File: src/inc/pmm_defines.svh
// Constants and functional notes of the program/data memory map block
`ifndef PMM_DEFINES_SVH
`define PMM_DEFINES_SVH
`define PMM_ADDR_ABUF 14'h3ff3
`define PMM_ADDR_DATA_MEMORY_WAIT_STATE_CONTROL 14'h3ffe
`define PMM_ADDR_SYSCTL 14'h3fff
`define PMM_AHB_ABUF 16'hffcc
`define PMM_AHB_DATA_MEMORY_WAIT_STATE_CONTROL 16'hfff8
`define PMM_AHB_SYSCTL 16'hfffc
`define PMM_AHB_STATUS 16'h0000
`define PMM_ROMEN_BIT 15
`define PMM_CLKGATE_BIT 14
`define PMM_WAIT_RST 3'h7
`define PMM_PRAM_LOW 14'h0000
`define PMM_PRAM_HIGH 14'h3800
`define PMM_ROM_BASE 14'h0800
`define PMM_EXT_BASE 14'h1000
`define PMM_VEC_END 14'h005f
`define PMM_DRAM_BASE 14'h3800
`define PMM_PERI_BASE 14'h2000
`define PMM_CORE_BASE 14'h3c00
`define PMM_BLK_MASK 14'h3c00
`define PMM_PROM_MASK 14'h3800
`define PMM_STRAP_SETTLE 3'h5
`endif

File: src/inc/pmm_pkg.sv
// Types of the program/data memory map block
package pmm_pkg;
   typedef enum logic [2:0] {PMM_PRAM, PMM_PROM, PMM_DRAM, PMM_PERI, PMM_CORE, PMM_EXT} pmm_target_t;
   typedef enum logic [1:0] {PMM_X_IDLE, PMM_X_WAIT, PMM_X_DONE} pmm_xstate_t;
endpackage

File: src/pmm_memory_map.sv
// Program and data memory map decode, wait states and clock output control
//
// Implementation choice: register access over AHB-Lite.
`timescale 1ns/10ps
`include "pmm_defines.svh"
module pmm_memory_map
   import pmm_pkg::*;
(
   input wire logic hclk,
   input wire logic hresetn,
   input wire logic hsel,
   input wire logic [15:0] haddr,
   input wire logic [1:0] htrans,
   input wire logic hwrite,
   input wire logic [2:0] hsize,
   input wire logic [31:0] hwdata,
   input wire logic hready,
   output logic [31:0] hrdata,
   output logic hreadyout,
   output logic hresp,
   input wire logic map_select_strap,
   input wire logic boot_select_strap,
   input wire logic core_req,
   input wire logic core_is_data,
   input wire logic core_write,
   input wire logic [13:0] core_addr,
   output logic core_ack,
   output logic [2:0] core_target,
   output logic [13:0] boot_start_addr,
   output logic boot_load_en,
   output logic monitor_avail,
   output logic periph_clk_en,
   output logic instruction_clock_output,
   output logic [13:0] ext_addr,
   output logic ext_addr_oe,
   output logic ext_data_oe,
   output logic ext_pmsel_n,
   output logic ext_dmsel_n,
   output logic ext_rd_n,
   output logic ext_wr_n
);
   ////////////////////////////////////////////////////////////////////////////
   // Strap capture
   logic [2:0] map_sync_r;
   logic [2:0] boot_sync_r;
   logic map_r;
   logic boot_r;
   logic strap_done_r;
   // Three-stage synchronisers on the strap pins
   always_ff @(posedge hclk or negedge hresetn)
   begin
      if (!hresetn)
      begin
         map_sync_r <= 3'h0;
         boot_sync_r <= 3'h0;
      end
      else
      begin
         map_sync_r <= {map_sync_r[1:0], map_select_strap};
         boot_sync_r <= {boot_sync_r[1:0], boot_select_strap};
      end
   end
   // Filtered strap levels, taken when stages two and three agree
   always_ff @(posedge hclk or negedge hresetn)
   begin
      if (!hresetn)
      begin
         map_r <= 1'b0;
         boot_r <= 1'b0;
      end
      else
      begin
         if (map_sync_r[2] == map_sync_r[1])
            map_r <= map_sync_r[2];
         if (boot_sync_r[2] == boot_sync_r[1])
            boot_r <= boot_sync_r[2];
      end
   end
   // Loads the strap-dependent ROM enable only once the filtered levels are valid
   logic [2:0] settle_r;
   always_ff @(posedge hclk or negedge hresetn)
   begin
      if (!hresetn)
      begin
         settle_r <= 3'h0;
         strap_done_r <= 1'b0;
      end
      else
      begin
         if (settle_r != `PMM_STRAP_SETTLE)
            settle_r <= settle_r + 3'h1;
         strap_done_r <= (settle_r == `PMM_STRAP_SETTLE);
      end
   end
   wire strap_load = (settle_r == `PMM_STRAP_SETTLE) && !strap_done_r;
   ////////////////////////////////////////////////////////////////////////////
   // Configuration registers
   logic internal_rom_select_r;
   logic clock_output_gate_r;
   logic [13:0] abuf_other_r;
   logic [2:0] data_wait_count_a_r;
   logic [2:0] data_wait_count_b_r;
   logic [2:0] data_wait_count_c_r;
   logic [2:0] data_wait_count_d_r;
   logic [2:0] data_wait_count_e_r;
   logic [2:0] program_wait_count_r;
   // AHB address phase capture
   logic wr_pend_r;
   logic rd_pend_r;
   logic rd_fill_r;
   logic [15:0] addr_r;
   wire bus_go = hsel && hready && htrans[1];
   always_ff @(posedge hclk or negedge hresetn)
   begin
      if (!hresetn)
      begin
         wr_pend_r <= 1'b0;
         rd_pend_r <= 1'b0;
         addr_r <= 16'h0000;
      end
      else if (hready)
      begin
         wr_pend_r <= bus_go && hwrite;
         rd_pend_r <= bus_go && !hwrite;
         addr_r <= haddr;
      end
   end
   // Read data phase gets one wait state while the read word is registered
   always_ff @(posedge hclk or negedge hresetn)
   begin
      if (!hresetn)
         rd_fill_r <= 1'b0;
      else
         rd_fill_r <= rd_pend_r && !rd_fill_r;
   end
   wire wr_abuf = wr_pend_r && (addr_r == `PMM_AHB_ABUF);
   wire wr_memw = wr_pend_r && (addr_r == `PMM_AHB_DATA_MEMORY_WAIT_STATE_CONTROL);
   wire wr_sysc = wr_pend_r && (addr_r == `PMM_AHB_SYSCTL);
   // ROM enable: reset clear, loaded from straps, then software written
   always_ff @(posedge hclk or negedge hresetn)
   begin
      if (!hresetn)
         internal_rom_select_r <= 1'b0;
      else if (strap_load)
         internal_rom_select_r <= map_r & boot_r;
      else if (wr_memw)
         internal_rom_select_r <= hwdata[`PMM_ROMEN_BIT];
   end
   // five data wait fields, all reset to seven
   always_ff @(posedge hclk or negedge hresetn)
   begin
      if (!hresetn)
      begin
         data_wait_count_a_r <= `PMM_WAIT_RST;
         data_wait_count_b_r <= `PMM_WAIT_RST;
         data_wait_count_c_r <= `PMM_WAIT_RST;
         data_wait_count_d_r <= `PMM_WAIT_RST;
         data_wait_count_e_r <= `PMM_WAIT_RST;
      end
      else if (wr_memw)
      begin
         data_wait_count_a_r <= hwdata[2:0];
         data_wait_count_b_r <= hwdata[5:3];
         data_wait_count_c_r <= hwdata[8:6];
         data_wait_count_d_r <= hwdata[11:9];
         data_wait_count_e_r <= hwdata[14:12];
      end
   end
   // program wait field of the system control word, reset to seven
   always_ff @(posedge hclk or negedge hresetn)
   begin
      if (!hresetn)
         program_wait_count_r <= `PMM_WAIT_RST;
      else if (wr_sysc)
         program_wait_count_r <= hwdata[2:0];
   end
   // autobuffer word with the clock output gate bit
   always_ff @(posedge hclk or negedge hresetn)
   begin
      if (!hresetn)
      begin
         clock_output_gate_r <= 1'b0;
         abuf_other_r <= 14'h0000;
      end
      else if (wr_abuf)
      begin
         clock_output_gate_r <= hwdata[`PMM_CLKGATE_BIT];
         abuf_other_r <= hwdata[13:0];
      end
   end
   ////////////////////////////////////////////////////////////////////////////
   // Read mux, one wait state on reads, always OKAY
   logic [15:0] rd_word;
   pmm_xstate_t xstate_r;
   always_comb
   begin
      rd_word = 16'h0000;
      unique case (addr_r)
         `PMM_AHB_ABUF: rd_word = {1'b0, clock_output_gate_r, abuf_other_r};
         `PMM_AHB_DATA_MEMORY_WAIT_STATE_CONTROL: rd_word = {internal_rom_select_r, data_wait_count_e_r, data_wait_count_d_r,
            data_wait_count_c_r, data_wait_count_b_r, data_wait_count_a_r};
         `PMM_AHB_SYSCTL: rd_word = {13'h0000, program_wait_count_r};
         `PMM_AHB_STATUS: rd_word = {12'h000, xstate_r == PMM_X_WAIT, monitor_avail, boot_r, map_r};
         default: rd_word = 16'h0000;
      endcase
   end
   // Read data register, filled in the first data phase cycle of a read
   always_ff @(posedge hclk or negedge hresetn)
   begin
      if (!hresetn)
         hrdata <= 32'h0000_0000;
      else if (bus_go && !hwrite)
         hrdata <= 32'h0000_0000;
      else if (rd_pend_r && !rd_fill_r)
         hrdata <= {16'h0000, rd_word};
   end
   assign hreadyout = !(rd_pend_r && !rd_fill_r);
   assign hresp = 1'b0;
   ////////////////////////////////////////////////////////////////////////////
   // Address decode
   pmm_target_t tgt;
   wire [13:0] pram_base = (map_r && !boot_r) ? `PMM_PRAM_HIGH : `PMM_PRAM_LOW;
   always_comb
   begin
      // anything not decoded below goes external
      tgt = PMM_EXT;
      if (core_is_data)
      begin
         if ((core_addr & `PMM_BLK_MASK) == `PMM_DRAM_BASE)
            tgt = PMM_DRAM;
         else if ((core_addr & `PMM_BLK_MASK) == `PMM_PERI_BASE)
            tgt = PMM_PERI;
         else if ((core_addr & `PMM_BLK_MASK) == `PMM_CORE_BASE)
            tgt = PMM_CORE;
      end
      // program RAM at the bottom, or at the top when relocated
      else if ((core_addr & `PMM_PROM_MASK) == pram_base)
         tgt = PMM_PRAM;
      // ROM range follows the enable bit
      else if ((core_addr & `PMM_PROM_MASK) == `PMM_ROM_BASE)
         tgt = internal_rom_select_r ? PMM_PROM : PMM_EXT;
   end
   // start address and boot behaviour per strap mode
   always_ff @(posedge hclk or negedge hresetn)
   begin
      if (!hresetn)
      begin
         boot_start_addr <= 14'h0000;
         boot_load_en <= 1'b0;
      end
      else
      begin
         boot_start_addr <= (map_r && boot_r) ? `PMM_ROM_BASE : `PMM_PRAM_LOW;
         boot_load_en <= !(map_r && !boot_r);
      end
   end
   assign monitor_avail = internal_rom_select_r;
   ////////////////////////////////////////////////////////////////////////////
   // External access sequencing
   // no interrupt logic here: priority and masking live in the core
   logic tm_start;
   logic tm_busy;
   logic tm_done;
   logic cur_data_r;
   logic cur_write_r;
   logic [2:0] wsel;
   // Data wait field chosen by address quarter, with field e for the top eighth
   always_comb
   begin
      unique case (core_addr[13:12])
         2'h0: wsel = data_wait_count_a_r;
         2'h1: wsel = data_wait_count_b_r;
         2'h2: wsel = data_wait_count_c_r;
         default: wsel = data_wait_count_d_r;
      endcase
      if (core_addr[13:11] == 3'h7)
         wsel = data_wait_count_e_r;
   end
   // A request still held during its own acknowledge is not taken again
   assign tm_start = core_req && !core_ack && (tgt == PMM_EXT) && (xstate_r == PMM_X_IDLE);
   pmm_wait_timer u_timer (
      .hclk(hclk),
      .hresetn(hresetn),
      .start(tm_start),
      .waits(core_is_data ? wsel : program_wait_count_r),
      .busy(tm_busy),
      .done(tm_done)
   );
   // Access state and latched attributes
   always_ff @(posedge hclk or negedge hresetn)
   begin
      if (!hresetn)
      begin
         xstate_r <= PMM_X_IDLE;
         cur_data_r <= 1'b0;
         cur_write_r <= 1'b0;
         ext_addr <= 14'h0000;
         core_target <= 3'h0;
      end
      else
      begin
         unique case (xstate_r)
            PMM_X_IDLE:
               if (core_req && !core_ack)
               begin
                  core_target <= tgt;
                  if (tgt == PMM_EXT)
                  begin
                     xstate_r <= PMM_X_WAIT;
                     cur_data_r <= core_is_data;
                     cur_write_r <= core_write;
                     ext_addr <= core_addr;
                  end
               end
            PMM_X_WAIT:
               if (tm_done)
                  xstate_r <= PMM_X_DONE;
            PMM_X_DONE:
               xstate_r <= PMM_X_IDLE;
         endcase
      end
   end
   // Internal hits answer next cycle, external after waits
   always_ff @(posedge hclk or negedge hresetn)
   begin
      if (!hresetn)
         core_ack <= 1'b0;
      else
         core_ack <= (xstate_r == PMM_X_IDLE && core_req && !core_ack && tgt != PMM_EXT)
            || (xstate_r == PMM_X_WAIT && tm_done);
   end
   wire ext_act = (xstate_r == PMM_X_WAIT) && tm_busy;
   assign ext_pmsel_n = !(ext_act && !cur_data_r);
   assign ext_dmsel_n = !(ext_act && cur_data_r);
   assign ext_rd_n = !(ext_act && !cur_write_r);
   assign ext_wr_n = !(ext_act && cur_write_r);
   assign ext_addr_oe = ext_act;
   assign ext_data_oe = ext_act && cur_write_r;
   ////////////////////////////////////////////////////////////////////////////
   // Instruction clock output
   // pin toggles each cycle; the gate holds it low and stops peripherals
   always_ff @(posedge hclk or negedge hresetn)
   begin
      if (!hresetn)
      begin
         instruction_clock_output <= 1'b0;
         periph_clk_en <= 1'b0;
      end
      else
      begin
         instruction_clock_output <= !instruction_clock_output && !clock_output_gate_r;
         periph_clk_en <= !clock_output_gate_r;
      end
   end
endmodule

File: src/pmm_wait_timer.sv
// Wait state counter for one external access
`timescale 1ns/10ps
module pmm_wait_timer
   import pmm_pkg::*;
(
   input wire logic hclk,
   input wire logic hresetn,
   input wire logic start,
   input wire logic [2:0] waits,
   output logic busy,
   output logic done
);
   logic [2:0] cnt_r;
   logic run_r;

   // Counts the requested wait states, then pulses done
   always_ff @(posedge hclk or negedge hresetn)
   begin
      if (!hresetn)
      begin
         cnt_r <= 3'h0;
         run_r <= 1'b0;
         done <= 1'b0;
      end
      else
      begin
         done <= 1'b0;
         if (start)
         begin
            cnt_r <= waits;
            run_r <= 1'b1;
         end
         else if (run_r)
         begin
            if (cnt_r == 3'h0)
            begin
               run_r <= 1'b0;
               done <= 1'b1;
            end
            else
               cnt_r <= cnt_r - 3'h1;
         end
      end
   end

   assign busy = run_r | start;
endmodule

File: config.mk
export PLATFORM = sky130hd
export DESIGN_NAME = pmm_memory_map
export DESIGN_NICKNAME = d
export VERILOG_FILES = /design/src/inc/pmm_pkg.sv /design/src/pmm_memory_map.sv /design/src/pmm_wait_timer.sv
export VERILOG_INCLUDE_DIRS = /design/src /design/src/inc
export SDC_FILE = /design/constraint.sdc
export NUM_CORES = 1
export LEC_CHECK = 0
export ABC_CLOCK_PERIOD_IN_PS = 5600
export BUFFER_PORTS_ARGS = -buffer_cell sky130_fd_sc_hd__buf_2
export CORE_MARGIN = 2
export CORE_UTILIZATION = 58
export CTS_BUF_LIST = sky130_fd_sc_hd__clkbuf_4
export DETAILED_ROUTE_END_ITERATION = 7
export PLACE_DENSITY = 0.88
export SLEW_MARGIN = 20
export SYNTH_ARGS = -nofsm -noshare
export SYNTH_HDL_FRONTEND = slang
export SYNTH_HIERARCHICAL = 1
export SYNTH_SLANG_ARGS = --single-unit
File: constraint.sdc
create_clock -name hclk -period 5.6 [get_ports hclk]
set_clock_uncertainty 0.05 [all_clocks]
set_input_delay 1.12 -clock hclk [delete_from_list [all_inputs] [get_ports hclk]]
set_output_delay 1.12 -clock hclk [all_outputs]
set_load 0.02 [all_outputs]
Word-level counts from Yosys, hierarchy flattened --
Index checks and enable logic that the tools add are counted.
Storage, ports and cells: bits in registers 139, bits in latches 0, memory bits (writable) 0, memory bits (read-only) 0, input port bits 77, output and inout port bits 76, word-level logic and storage cells 141, memories kept 0
Operators by class: add/sub/neg operators 2, multiply operators 0, div/mod/pow operators 0, order comparisons 0, equality and inequality tests 23, shift operators 0, muxes and demuxes 30, bitwise operators 2, reductions and logical operators 51
Operators by type and width (count):
- 32-bit two-way mux | 2
- 16-bit case mux with 4 select lines | 1
- 16-bit == test (second input constant) | 3
- 3-bit two-way mux | 11
- 1-bit logical AND | 24
- 16-bit zero test | 1
- 1-bit zero test | 15
- 14-bit == test | 1
- 14-bit two-way mux | 1
- 4-bit == test (second input constant) | 3
- 12-bit two-way mux | 1
- 3-bit == test (second input constant) | 3
- 1-bit two-way mux | 9
- 3-bit case mux with 3 select lines | 1
- 2-bit two-way mux | 3
- 3-bit != test (second input constant) | 2
- 2-bit case mux with 3 select lines | 1
- 3-bit AND reduction | 2
- 2-bit nonzero test | 3
- 2-bit by 1-bit == test with 1-bit output (second input constant) | 2
- 2-bit == test (second input constant) | 2
- 2-bit zero test | 2
- 2-bit by 1-bit != test with 1-bit output (second input constant) | 2
- 2-bit != test (second input constant) | 2
- other kinds (9) | 11

Depth between registers and ports, before layout --
word-level depth 13, depth in mapped cells 11

By module --
Netlist, hierarchy kept.
By module, submodules not included:
- pmm_memory_map | times used 1, cells an instance 382, area each 4908.5 um^2
- pmm_wait_timer | times used 1, cells an instance 29, area each 277.8 um^2

Worst setup path before layout --
No wires, ideal clock.
kind input port to output port, start point input port core_is_data, end point output port ext_data_oe, arrival 3.597 ns, path slack 0.833 ns, cell stages on the path 10, buffers on the path 3, cell sequence clkbuf_1 and2b_1 mux2i_1 nor3_2 buf_2 buf_2 or2_2 and2_0 nand2_1 inv_1
Between the ends: cells in the longest elaborated chain, start to end 7
RTL lines:
- start, declared | RTL line pmm_memory_map.sv:24 | input wire logic core_is_data,
- 3-bit two-way mux | RTL line pmm_memory_map.sv:227 | if (core_is_data)
- 3-bit == test | RTL line pmm_memory_map.sv:280 | assign tm_start = core_req && !core_ack && (tgt == PMM_EXT) && (xstate_r == PMM_X_IDLE);
- 1-bit logical AND (2 in series) | RTL line pmm_memory_map.sv:280
- via tm_start | RTL line pmm_memory_map.sv:261 | logic tm_start;
- 1-bit bitwise OR | RTL line pmm_wait_timer.sv:46 | assign busy = run_r | start;
- via tm_busy | RTL line pmm_memory_map.sv:262 | logic tm_busy;
- 1-bit logical AND | RTL line pmm_memory_map.sv:332 | wire ext_act = (xstate_r == PMM_X_WAIT) && tm_busy;
- via ext_addr_oe | RTL line pmm_memory_map.sv:35 | output logic ext_addr_oe,
- 1-bit logical AND | RTL line pmm_memory_map.sv:338 | assign ext_data_oe = ext_act && cur_write_r;
- end, declared | RTL line pmm_memory_map.sv:36 | output logic ext_data_oe,
The timed path passes the listed nets, and every way through them passes these cells.

Final worst setup path --
start point input port core_addr[11], end point output port ext_data_oe
Between the ends: cells in the longest elaborated chain, start to end 11, elaborated cells between the ends (all ways) 17
RTL lines:
- start, declared | RTL line pmm_memory_map.sv:26 | input wire logic [13:0] core_addr,
- 4-bit == test (no line)
- 1-bit two-way mux | RTL line pmm_memory_map.sv:233 | else if ((core_addr & `PMM_BLK_MASK) == `PMM_CORE_BASE)
- 3-bit two-way mux | RTL line pmm_memory_map.sv:231 | else if ((core_addr & `PMM_BLK_MASK) == `PMM_PERI_BASE)
- 3-bit two-way mux | RTL line pmm_memory_map.sv:229 | if ((core_addr & `PMM_BLK_MASK) == `PMM_DRAM_BASE)
- 3-bit two-way mux (*) | RTL line pmm_memory_map.sv:227
- 3-bit == test (*) | RTL line pmm_memory_map.sv:280
- 1-bit logical AND (*) (2 in series) | RTL line pmm_memory_map.sv:280
- 1-bit bitwise OR (*) | RTL line pmm_wait_timer.sv:46
- via tm_busy | RTL line pmm_memory_map.sv:262
- 1-bit logical AND (*) | RTL line pmm_memory_map.sv:332
- 1-bit logical AND (*) | RTL line pmm_memory_map.sv:338
Mark *: on every way through the listed nets, which the timed path passes. The rest lies on a longest branch.

==> flow_metrics.tcl <==
set metrics [dict create \
    end_kind "output port" \
    routed_via_density 5.645 \
    drive_gt1_share_pct 44.16 \
    clock_tree.htree_level_count 3 \
    gr-total-overflow 0 \
    finalWorstPathRequiredPeriod_ns 4.483 \
    count_of_nets_after_finishing 593 \
    grt_pass1_wl_mm 17.05 \
    worstSkewPairLatency_ns 0.45 \
    reg2regPathDepth 4 \
    syn_avg_cell_area_sq_um 12.62 \
    worst_setup_hold_path_clk_slew_ns 0.16 \
    crit_start "core_addr[11]" \
    leakagePower_nw 2.731 \
    layout_commonest_cell "sky130_fd_sc_hd__buf_2" \
    power.density_nw_per_um2 351.6 \
    achievable-frequency_mhz 223.1 \
    holdCritPathClass "reg -> reg" \
    overall_fraction_of_global_route_tracks_in_use_pct 21.90 \
    regToRegStartpoint "addr_r[1]" \
    drv_cap 0 \
    crit_path_cell_trace "buf_2, nand3_1, o311ai_1, nor3_4, buf_8, or2_2, and2_0, nand2_1, inv_1, buf_2" \
    ys_ff_latch 112 \
    grt_setup_unrepaired "false" \
    cts_inserted_buffers 9 \
    via_count 3517 \
    dieArea_sq_um 9714 \
    drt.antenna.violating_nets 0 \
    cts-resized-gates 0 \
    floorplan.die.width_um 98.56 \
    setup-tns-final_ns 0 \
    timing.critical_path.max_delay_family "simple AND/OR/NAND/NOR gates" \
    netlist-cell-type-count 59 \
    final-hold-violation-count 0 \
    clockBufferDepth 2 \
    design_area_sq_um 5838 \
    port_buffers 102 \
    total_power_mw 2.053 \
    max_slew.worst_pin.slew_ns 1.137 \
    globalplace.congestion 0.8140 \
    clockRootBuffer "sky130_fd_sc_hd__clkbuf_4" \
    synth_cells 411 \
    wl_per_cell_um 16.66 \
    crit_slowest_cell "sky130_fd_sc_hd__o311ai_1" \
    number_of_enable_type_register_cells_in_the_synthesized_netlist 0 \
    synth_seq_area_share_pct 54.48 \
    timing.hold.worst.start "map_sync_r[0]" \
    post_dp_cell_area_sq_um 5657 \
    cp_data_arrival_time_ns 3.31 \
    final_worst_hold_slack_ns 0.3235 \
    fraction_of_the_cycle_the_final_worst_path_needs_pct 80.05 \
    cts_post_setup_buffers_inserted 0 \
    run_status "finished clean" \
    std_cell_rows 34 \
    fill_cells 652 \
    timing.final.max_slew_violations 0 \
    synthesis_to_layout_area_growth_pct 12.57 \
    cp.buffers_inverters 4 \
    detail_route.drc_violations 0 \
    core_sq_um 8678 \
    synth-async-reset-ratio_pct 100.0 \
    cts_hold_repair.buffers 0 \
    r2r_end "abuf_other_r[10]" \
    cts_tree "done" \
    dp_hpwl_mm 7.478 \
    grt_start_max_net_pins 65 \
    peak_per_stage_delay_on_the_critical_path_ns 0.59 \
    worst_path_most_repeated_cell "sky130_fd_sc_hd__buf_2" \
    ir_drop_mv 0.1702 \
    yosys_warnings 6 \
    detailedRoute.firstPassIterationCount 4 \
    crit_required_ns 4.43 \
    setup.worst_path.class "in -> out" \
    first_iter_violations 186 \
    grt_pass1_vias 3528 \
    setup.worst_path.start_class "primary input" \
    floorplan.die.height_um 98.56 \
    synth_flop_cell "sky130_fd_sc_hd__dfrtp_1" \
    setup_viol 0 \
    wl_mm 10.38 \
    reg2reg_setup_slack_ns 2.49 \
    maxSlewHeadroom_pct 23.66 \
    start_util_pct 59.76 \
    grt_antenna_before_repair 1 \
    area_of_the_mapped_netlist_sq_um 5186 \
    layout_common_cells "sky130_fd_sc_hd__buf_2, sky130_fd_sc_hd__dfrtp_1, sky130_fd_sc_hd__mux2_2, sky130_fd_sc_hd__nand2_1, sky130_fd_sc_hd__conb_1" \
    min_delay_path_depth 0 \
    clock-sinks 112 \
    hold_end "map_sync_r[1]" \
    worstPathMaxFanout 21 \
    ioPinCount 153 \
]
[stage by stage]
stage / setup WS (ns) / cells / utilization (%)
floorplan: 0.8330 / 440 / -
global placement: 1.035 / 605 / 65.18
detailed placement: 0.9303 / 605 / 65.18
CTS: 0.9175 / 621 / 67.04
global route: 0.9235 / 623 / 67.27
finish: 1.117 / 623 / 67.27
[worst max path at each step]
stage | endpoint | slack (ns) | depth (start not counted)
final | ext_data_oe | 1.12 | 10
after global routing | ext_data_oe | 0.92 | 10
after global placement | ext_data_oe | 1.03 | 10
after CTS | ext_data_oe | 0.92 | 9
after detailed placement | ext_data_oe | 0.93 | 9
after floorplan | ext_data_oe | 0.83 | 10
[logic make-up (layout without fill, tap and decap cells)]
kind of cell             Yosys count  after routing  synth area share [%]
adder cells (fa/ha/maj)            9              9                 2.075
other                              1             31               0.07231
buffers and inverters             58            132                 6.659
XOR/XNOR                           2              2                0.3378
multiplexers                      79             79                 18.48
AO/OA/AOI/OAI                     55             55                 7.262
AND/OR/NAND/NOR                   95             95                 10.64
flip-flops                       112            112                 54.48
[flip-flops by register name, indices dropped and copies added (netlist names), 2 cells and up]
name,flops
core_target,3
data_wait_count_d_r,3
data_wait_count_c_r,3
xstate_r,2
data_wait_count_a_r,3
boot_sync_r,3
abuf_other_r,14
settle_r,3
u_timer/cnt_r,3
addr_r,16
map_sync_r,3
data_wait_count_e_r,3
program_wait_count_r,3
hrdata,16
data_wait_count_b_r,3
ext_addr,14
[Yosys cell counts, types with 2 or more instances]
library cell,n,area (sq um)
sky130_fd_sc_hd__mux2_2,64,720.7
sky130_fd_sc_hd__nand2_1,31,116.4
sky130_fd_sc_hd__and3_1,3,18.77
sky130_fd_sc_hd__a222oi_1,3,30.03
sky130_fd_sc_hd__clkbuf_1,8,30.03
sky130_fd_sc_hd__inv_1,12,45.04
sky130_fd_sc_hd__dfrtp_1,94,2352
sky130_fd_sc_hd__buf_4,30,225.2
sky130_fd_sc_hd__a21oi_1,2,10.01
sky130_fd_sc_hd__ha_1,7,87.58
sky130_fd_sc_hd__nand4b_1,3,26.28
sky130_fd_sc_hd__and2_1,3,18.77
sky130_fd_sc_hd__nand3b_1,2,15.01
sky130_fd_sc_hd__o21ai_0,24,120.1
sky130_fd_sc_hd__a22oi_1,11,82.58
sky130_fd_sc_hd__dfstp_2,18,473.0
sky130_fd_sc_hd__o211ai_1,2,15.01
sky130_fd_sc_hd__buf_2,6,30.03
sky130_fd_sc_hd__mux2i_1,2,20.02
sky130_fd_sc_hd__a211oi_1,2,15.01
sky130_fd_sc_hd__or4_1,3,22.52
sky130_fd_sc_hd__nand3_1,8,40.04
sky130_fd_sc_hd__nor4_4,2,42.54
sky130_fd_sc_hd__nor3_1,2,10.01
sky130_fd_sc_hd__nand2_2,2,12.51
sky130_fd_sc_hd__nor2b_1,3,18.77
sky130_fd_sc_hd__mux2_4,10,150.1
sky130_fd_sc_hd__nand2b_1,5,31.28
sky130_fd_sc_hd__nor2_1,12,45.04
sky130_fd_sc_hd__a211o_1,2,17.52
sky130_fd_sc_hd__nand4_1,4,25.02
sky130_fd_sc_hd__maj3_1,2,20.02
sky130_fd_sc_hd__mux4_2,3,67.56
[layout make-up]
type | count | area [sq um] | area share (%)
Antenna cell | 1 | 2.502 | 0.04286
Clock buffer | 9 | 67.56 | 1.157
Clock inverter | 7 | 93.84 | 1.607
Inverter | 12 | 45.04 | 0.7715
Multi-Input combinational cell | 270 | 2133 | 36.54
Sequential cell | 112 | 2825 | 48.39
Tap cell | 108 | 135.1 | 2.315
Timing Repair Buffer | 104 | 535.5 | 9.173
[power by group]
part | switching, mW | total, mW | leakage (nW) | internal, mW
clock | 0.262 | 0.444 | 0.0840 | 0.182
sequential | 0.0749 | 1.01 | 1.34 | 0.938
combinational | 0.338 | 0.596 | 1.31 | 0.258
total | 0.675 | 2.05 | 2.73 | 1.38
[metal layers]
metal,part of all wire (%),wire length (um),track usage [%]
met2,49,5105,36.21
met5,0,0,0
met1,42,4316,28.24
met4,2.6,271,9.905
met3,6.6,685,4.255
(Power assumes the default switching activity.)
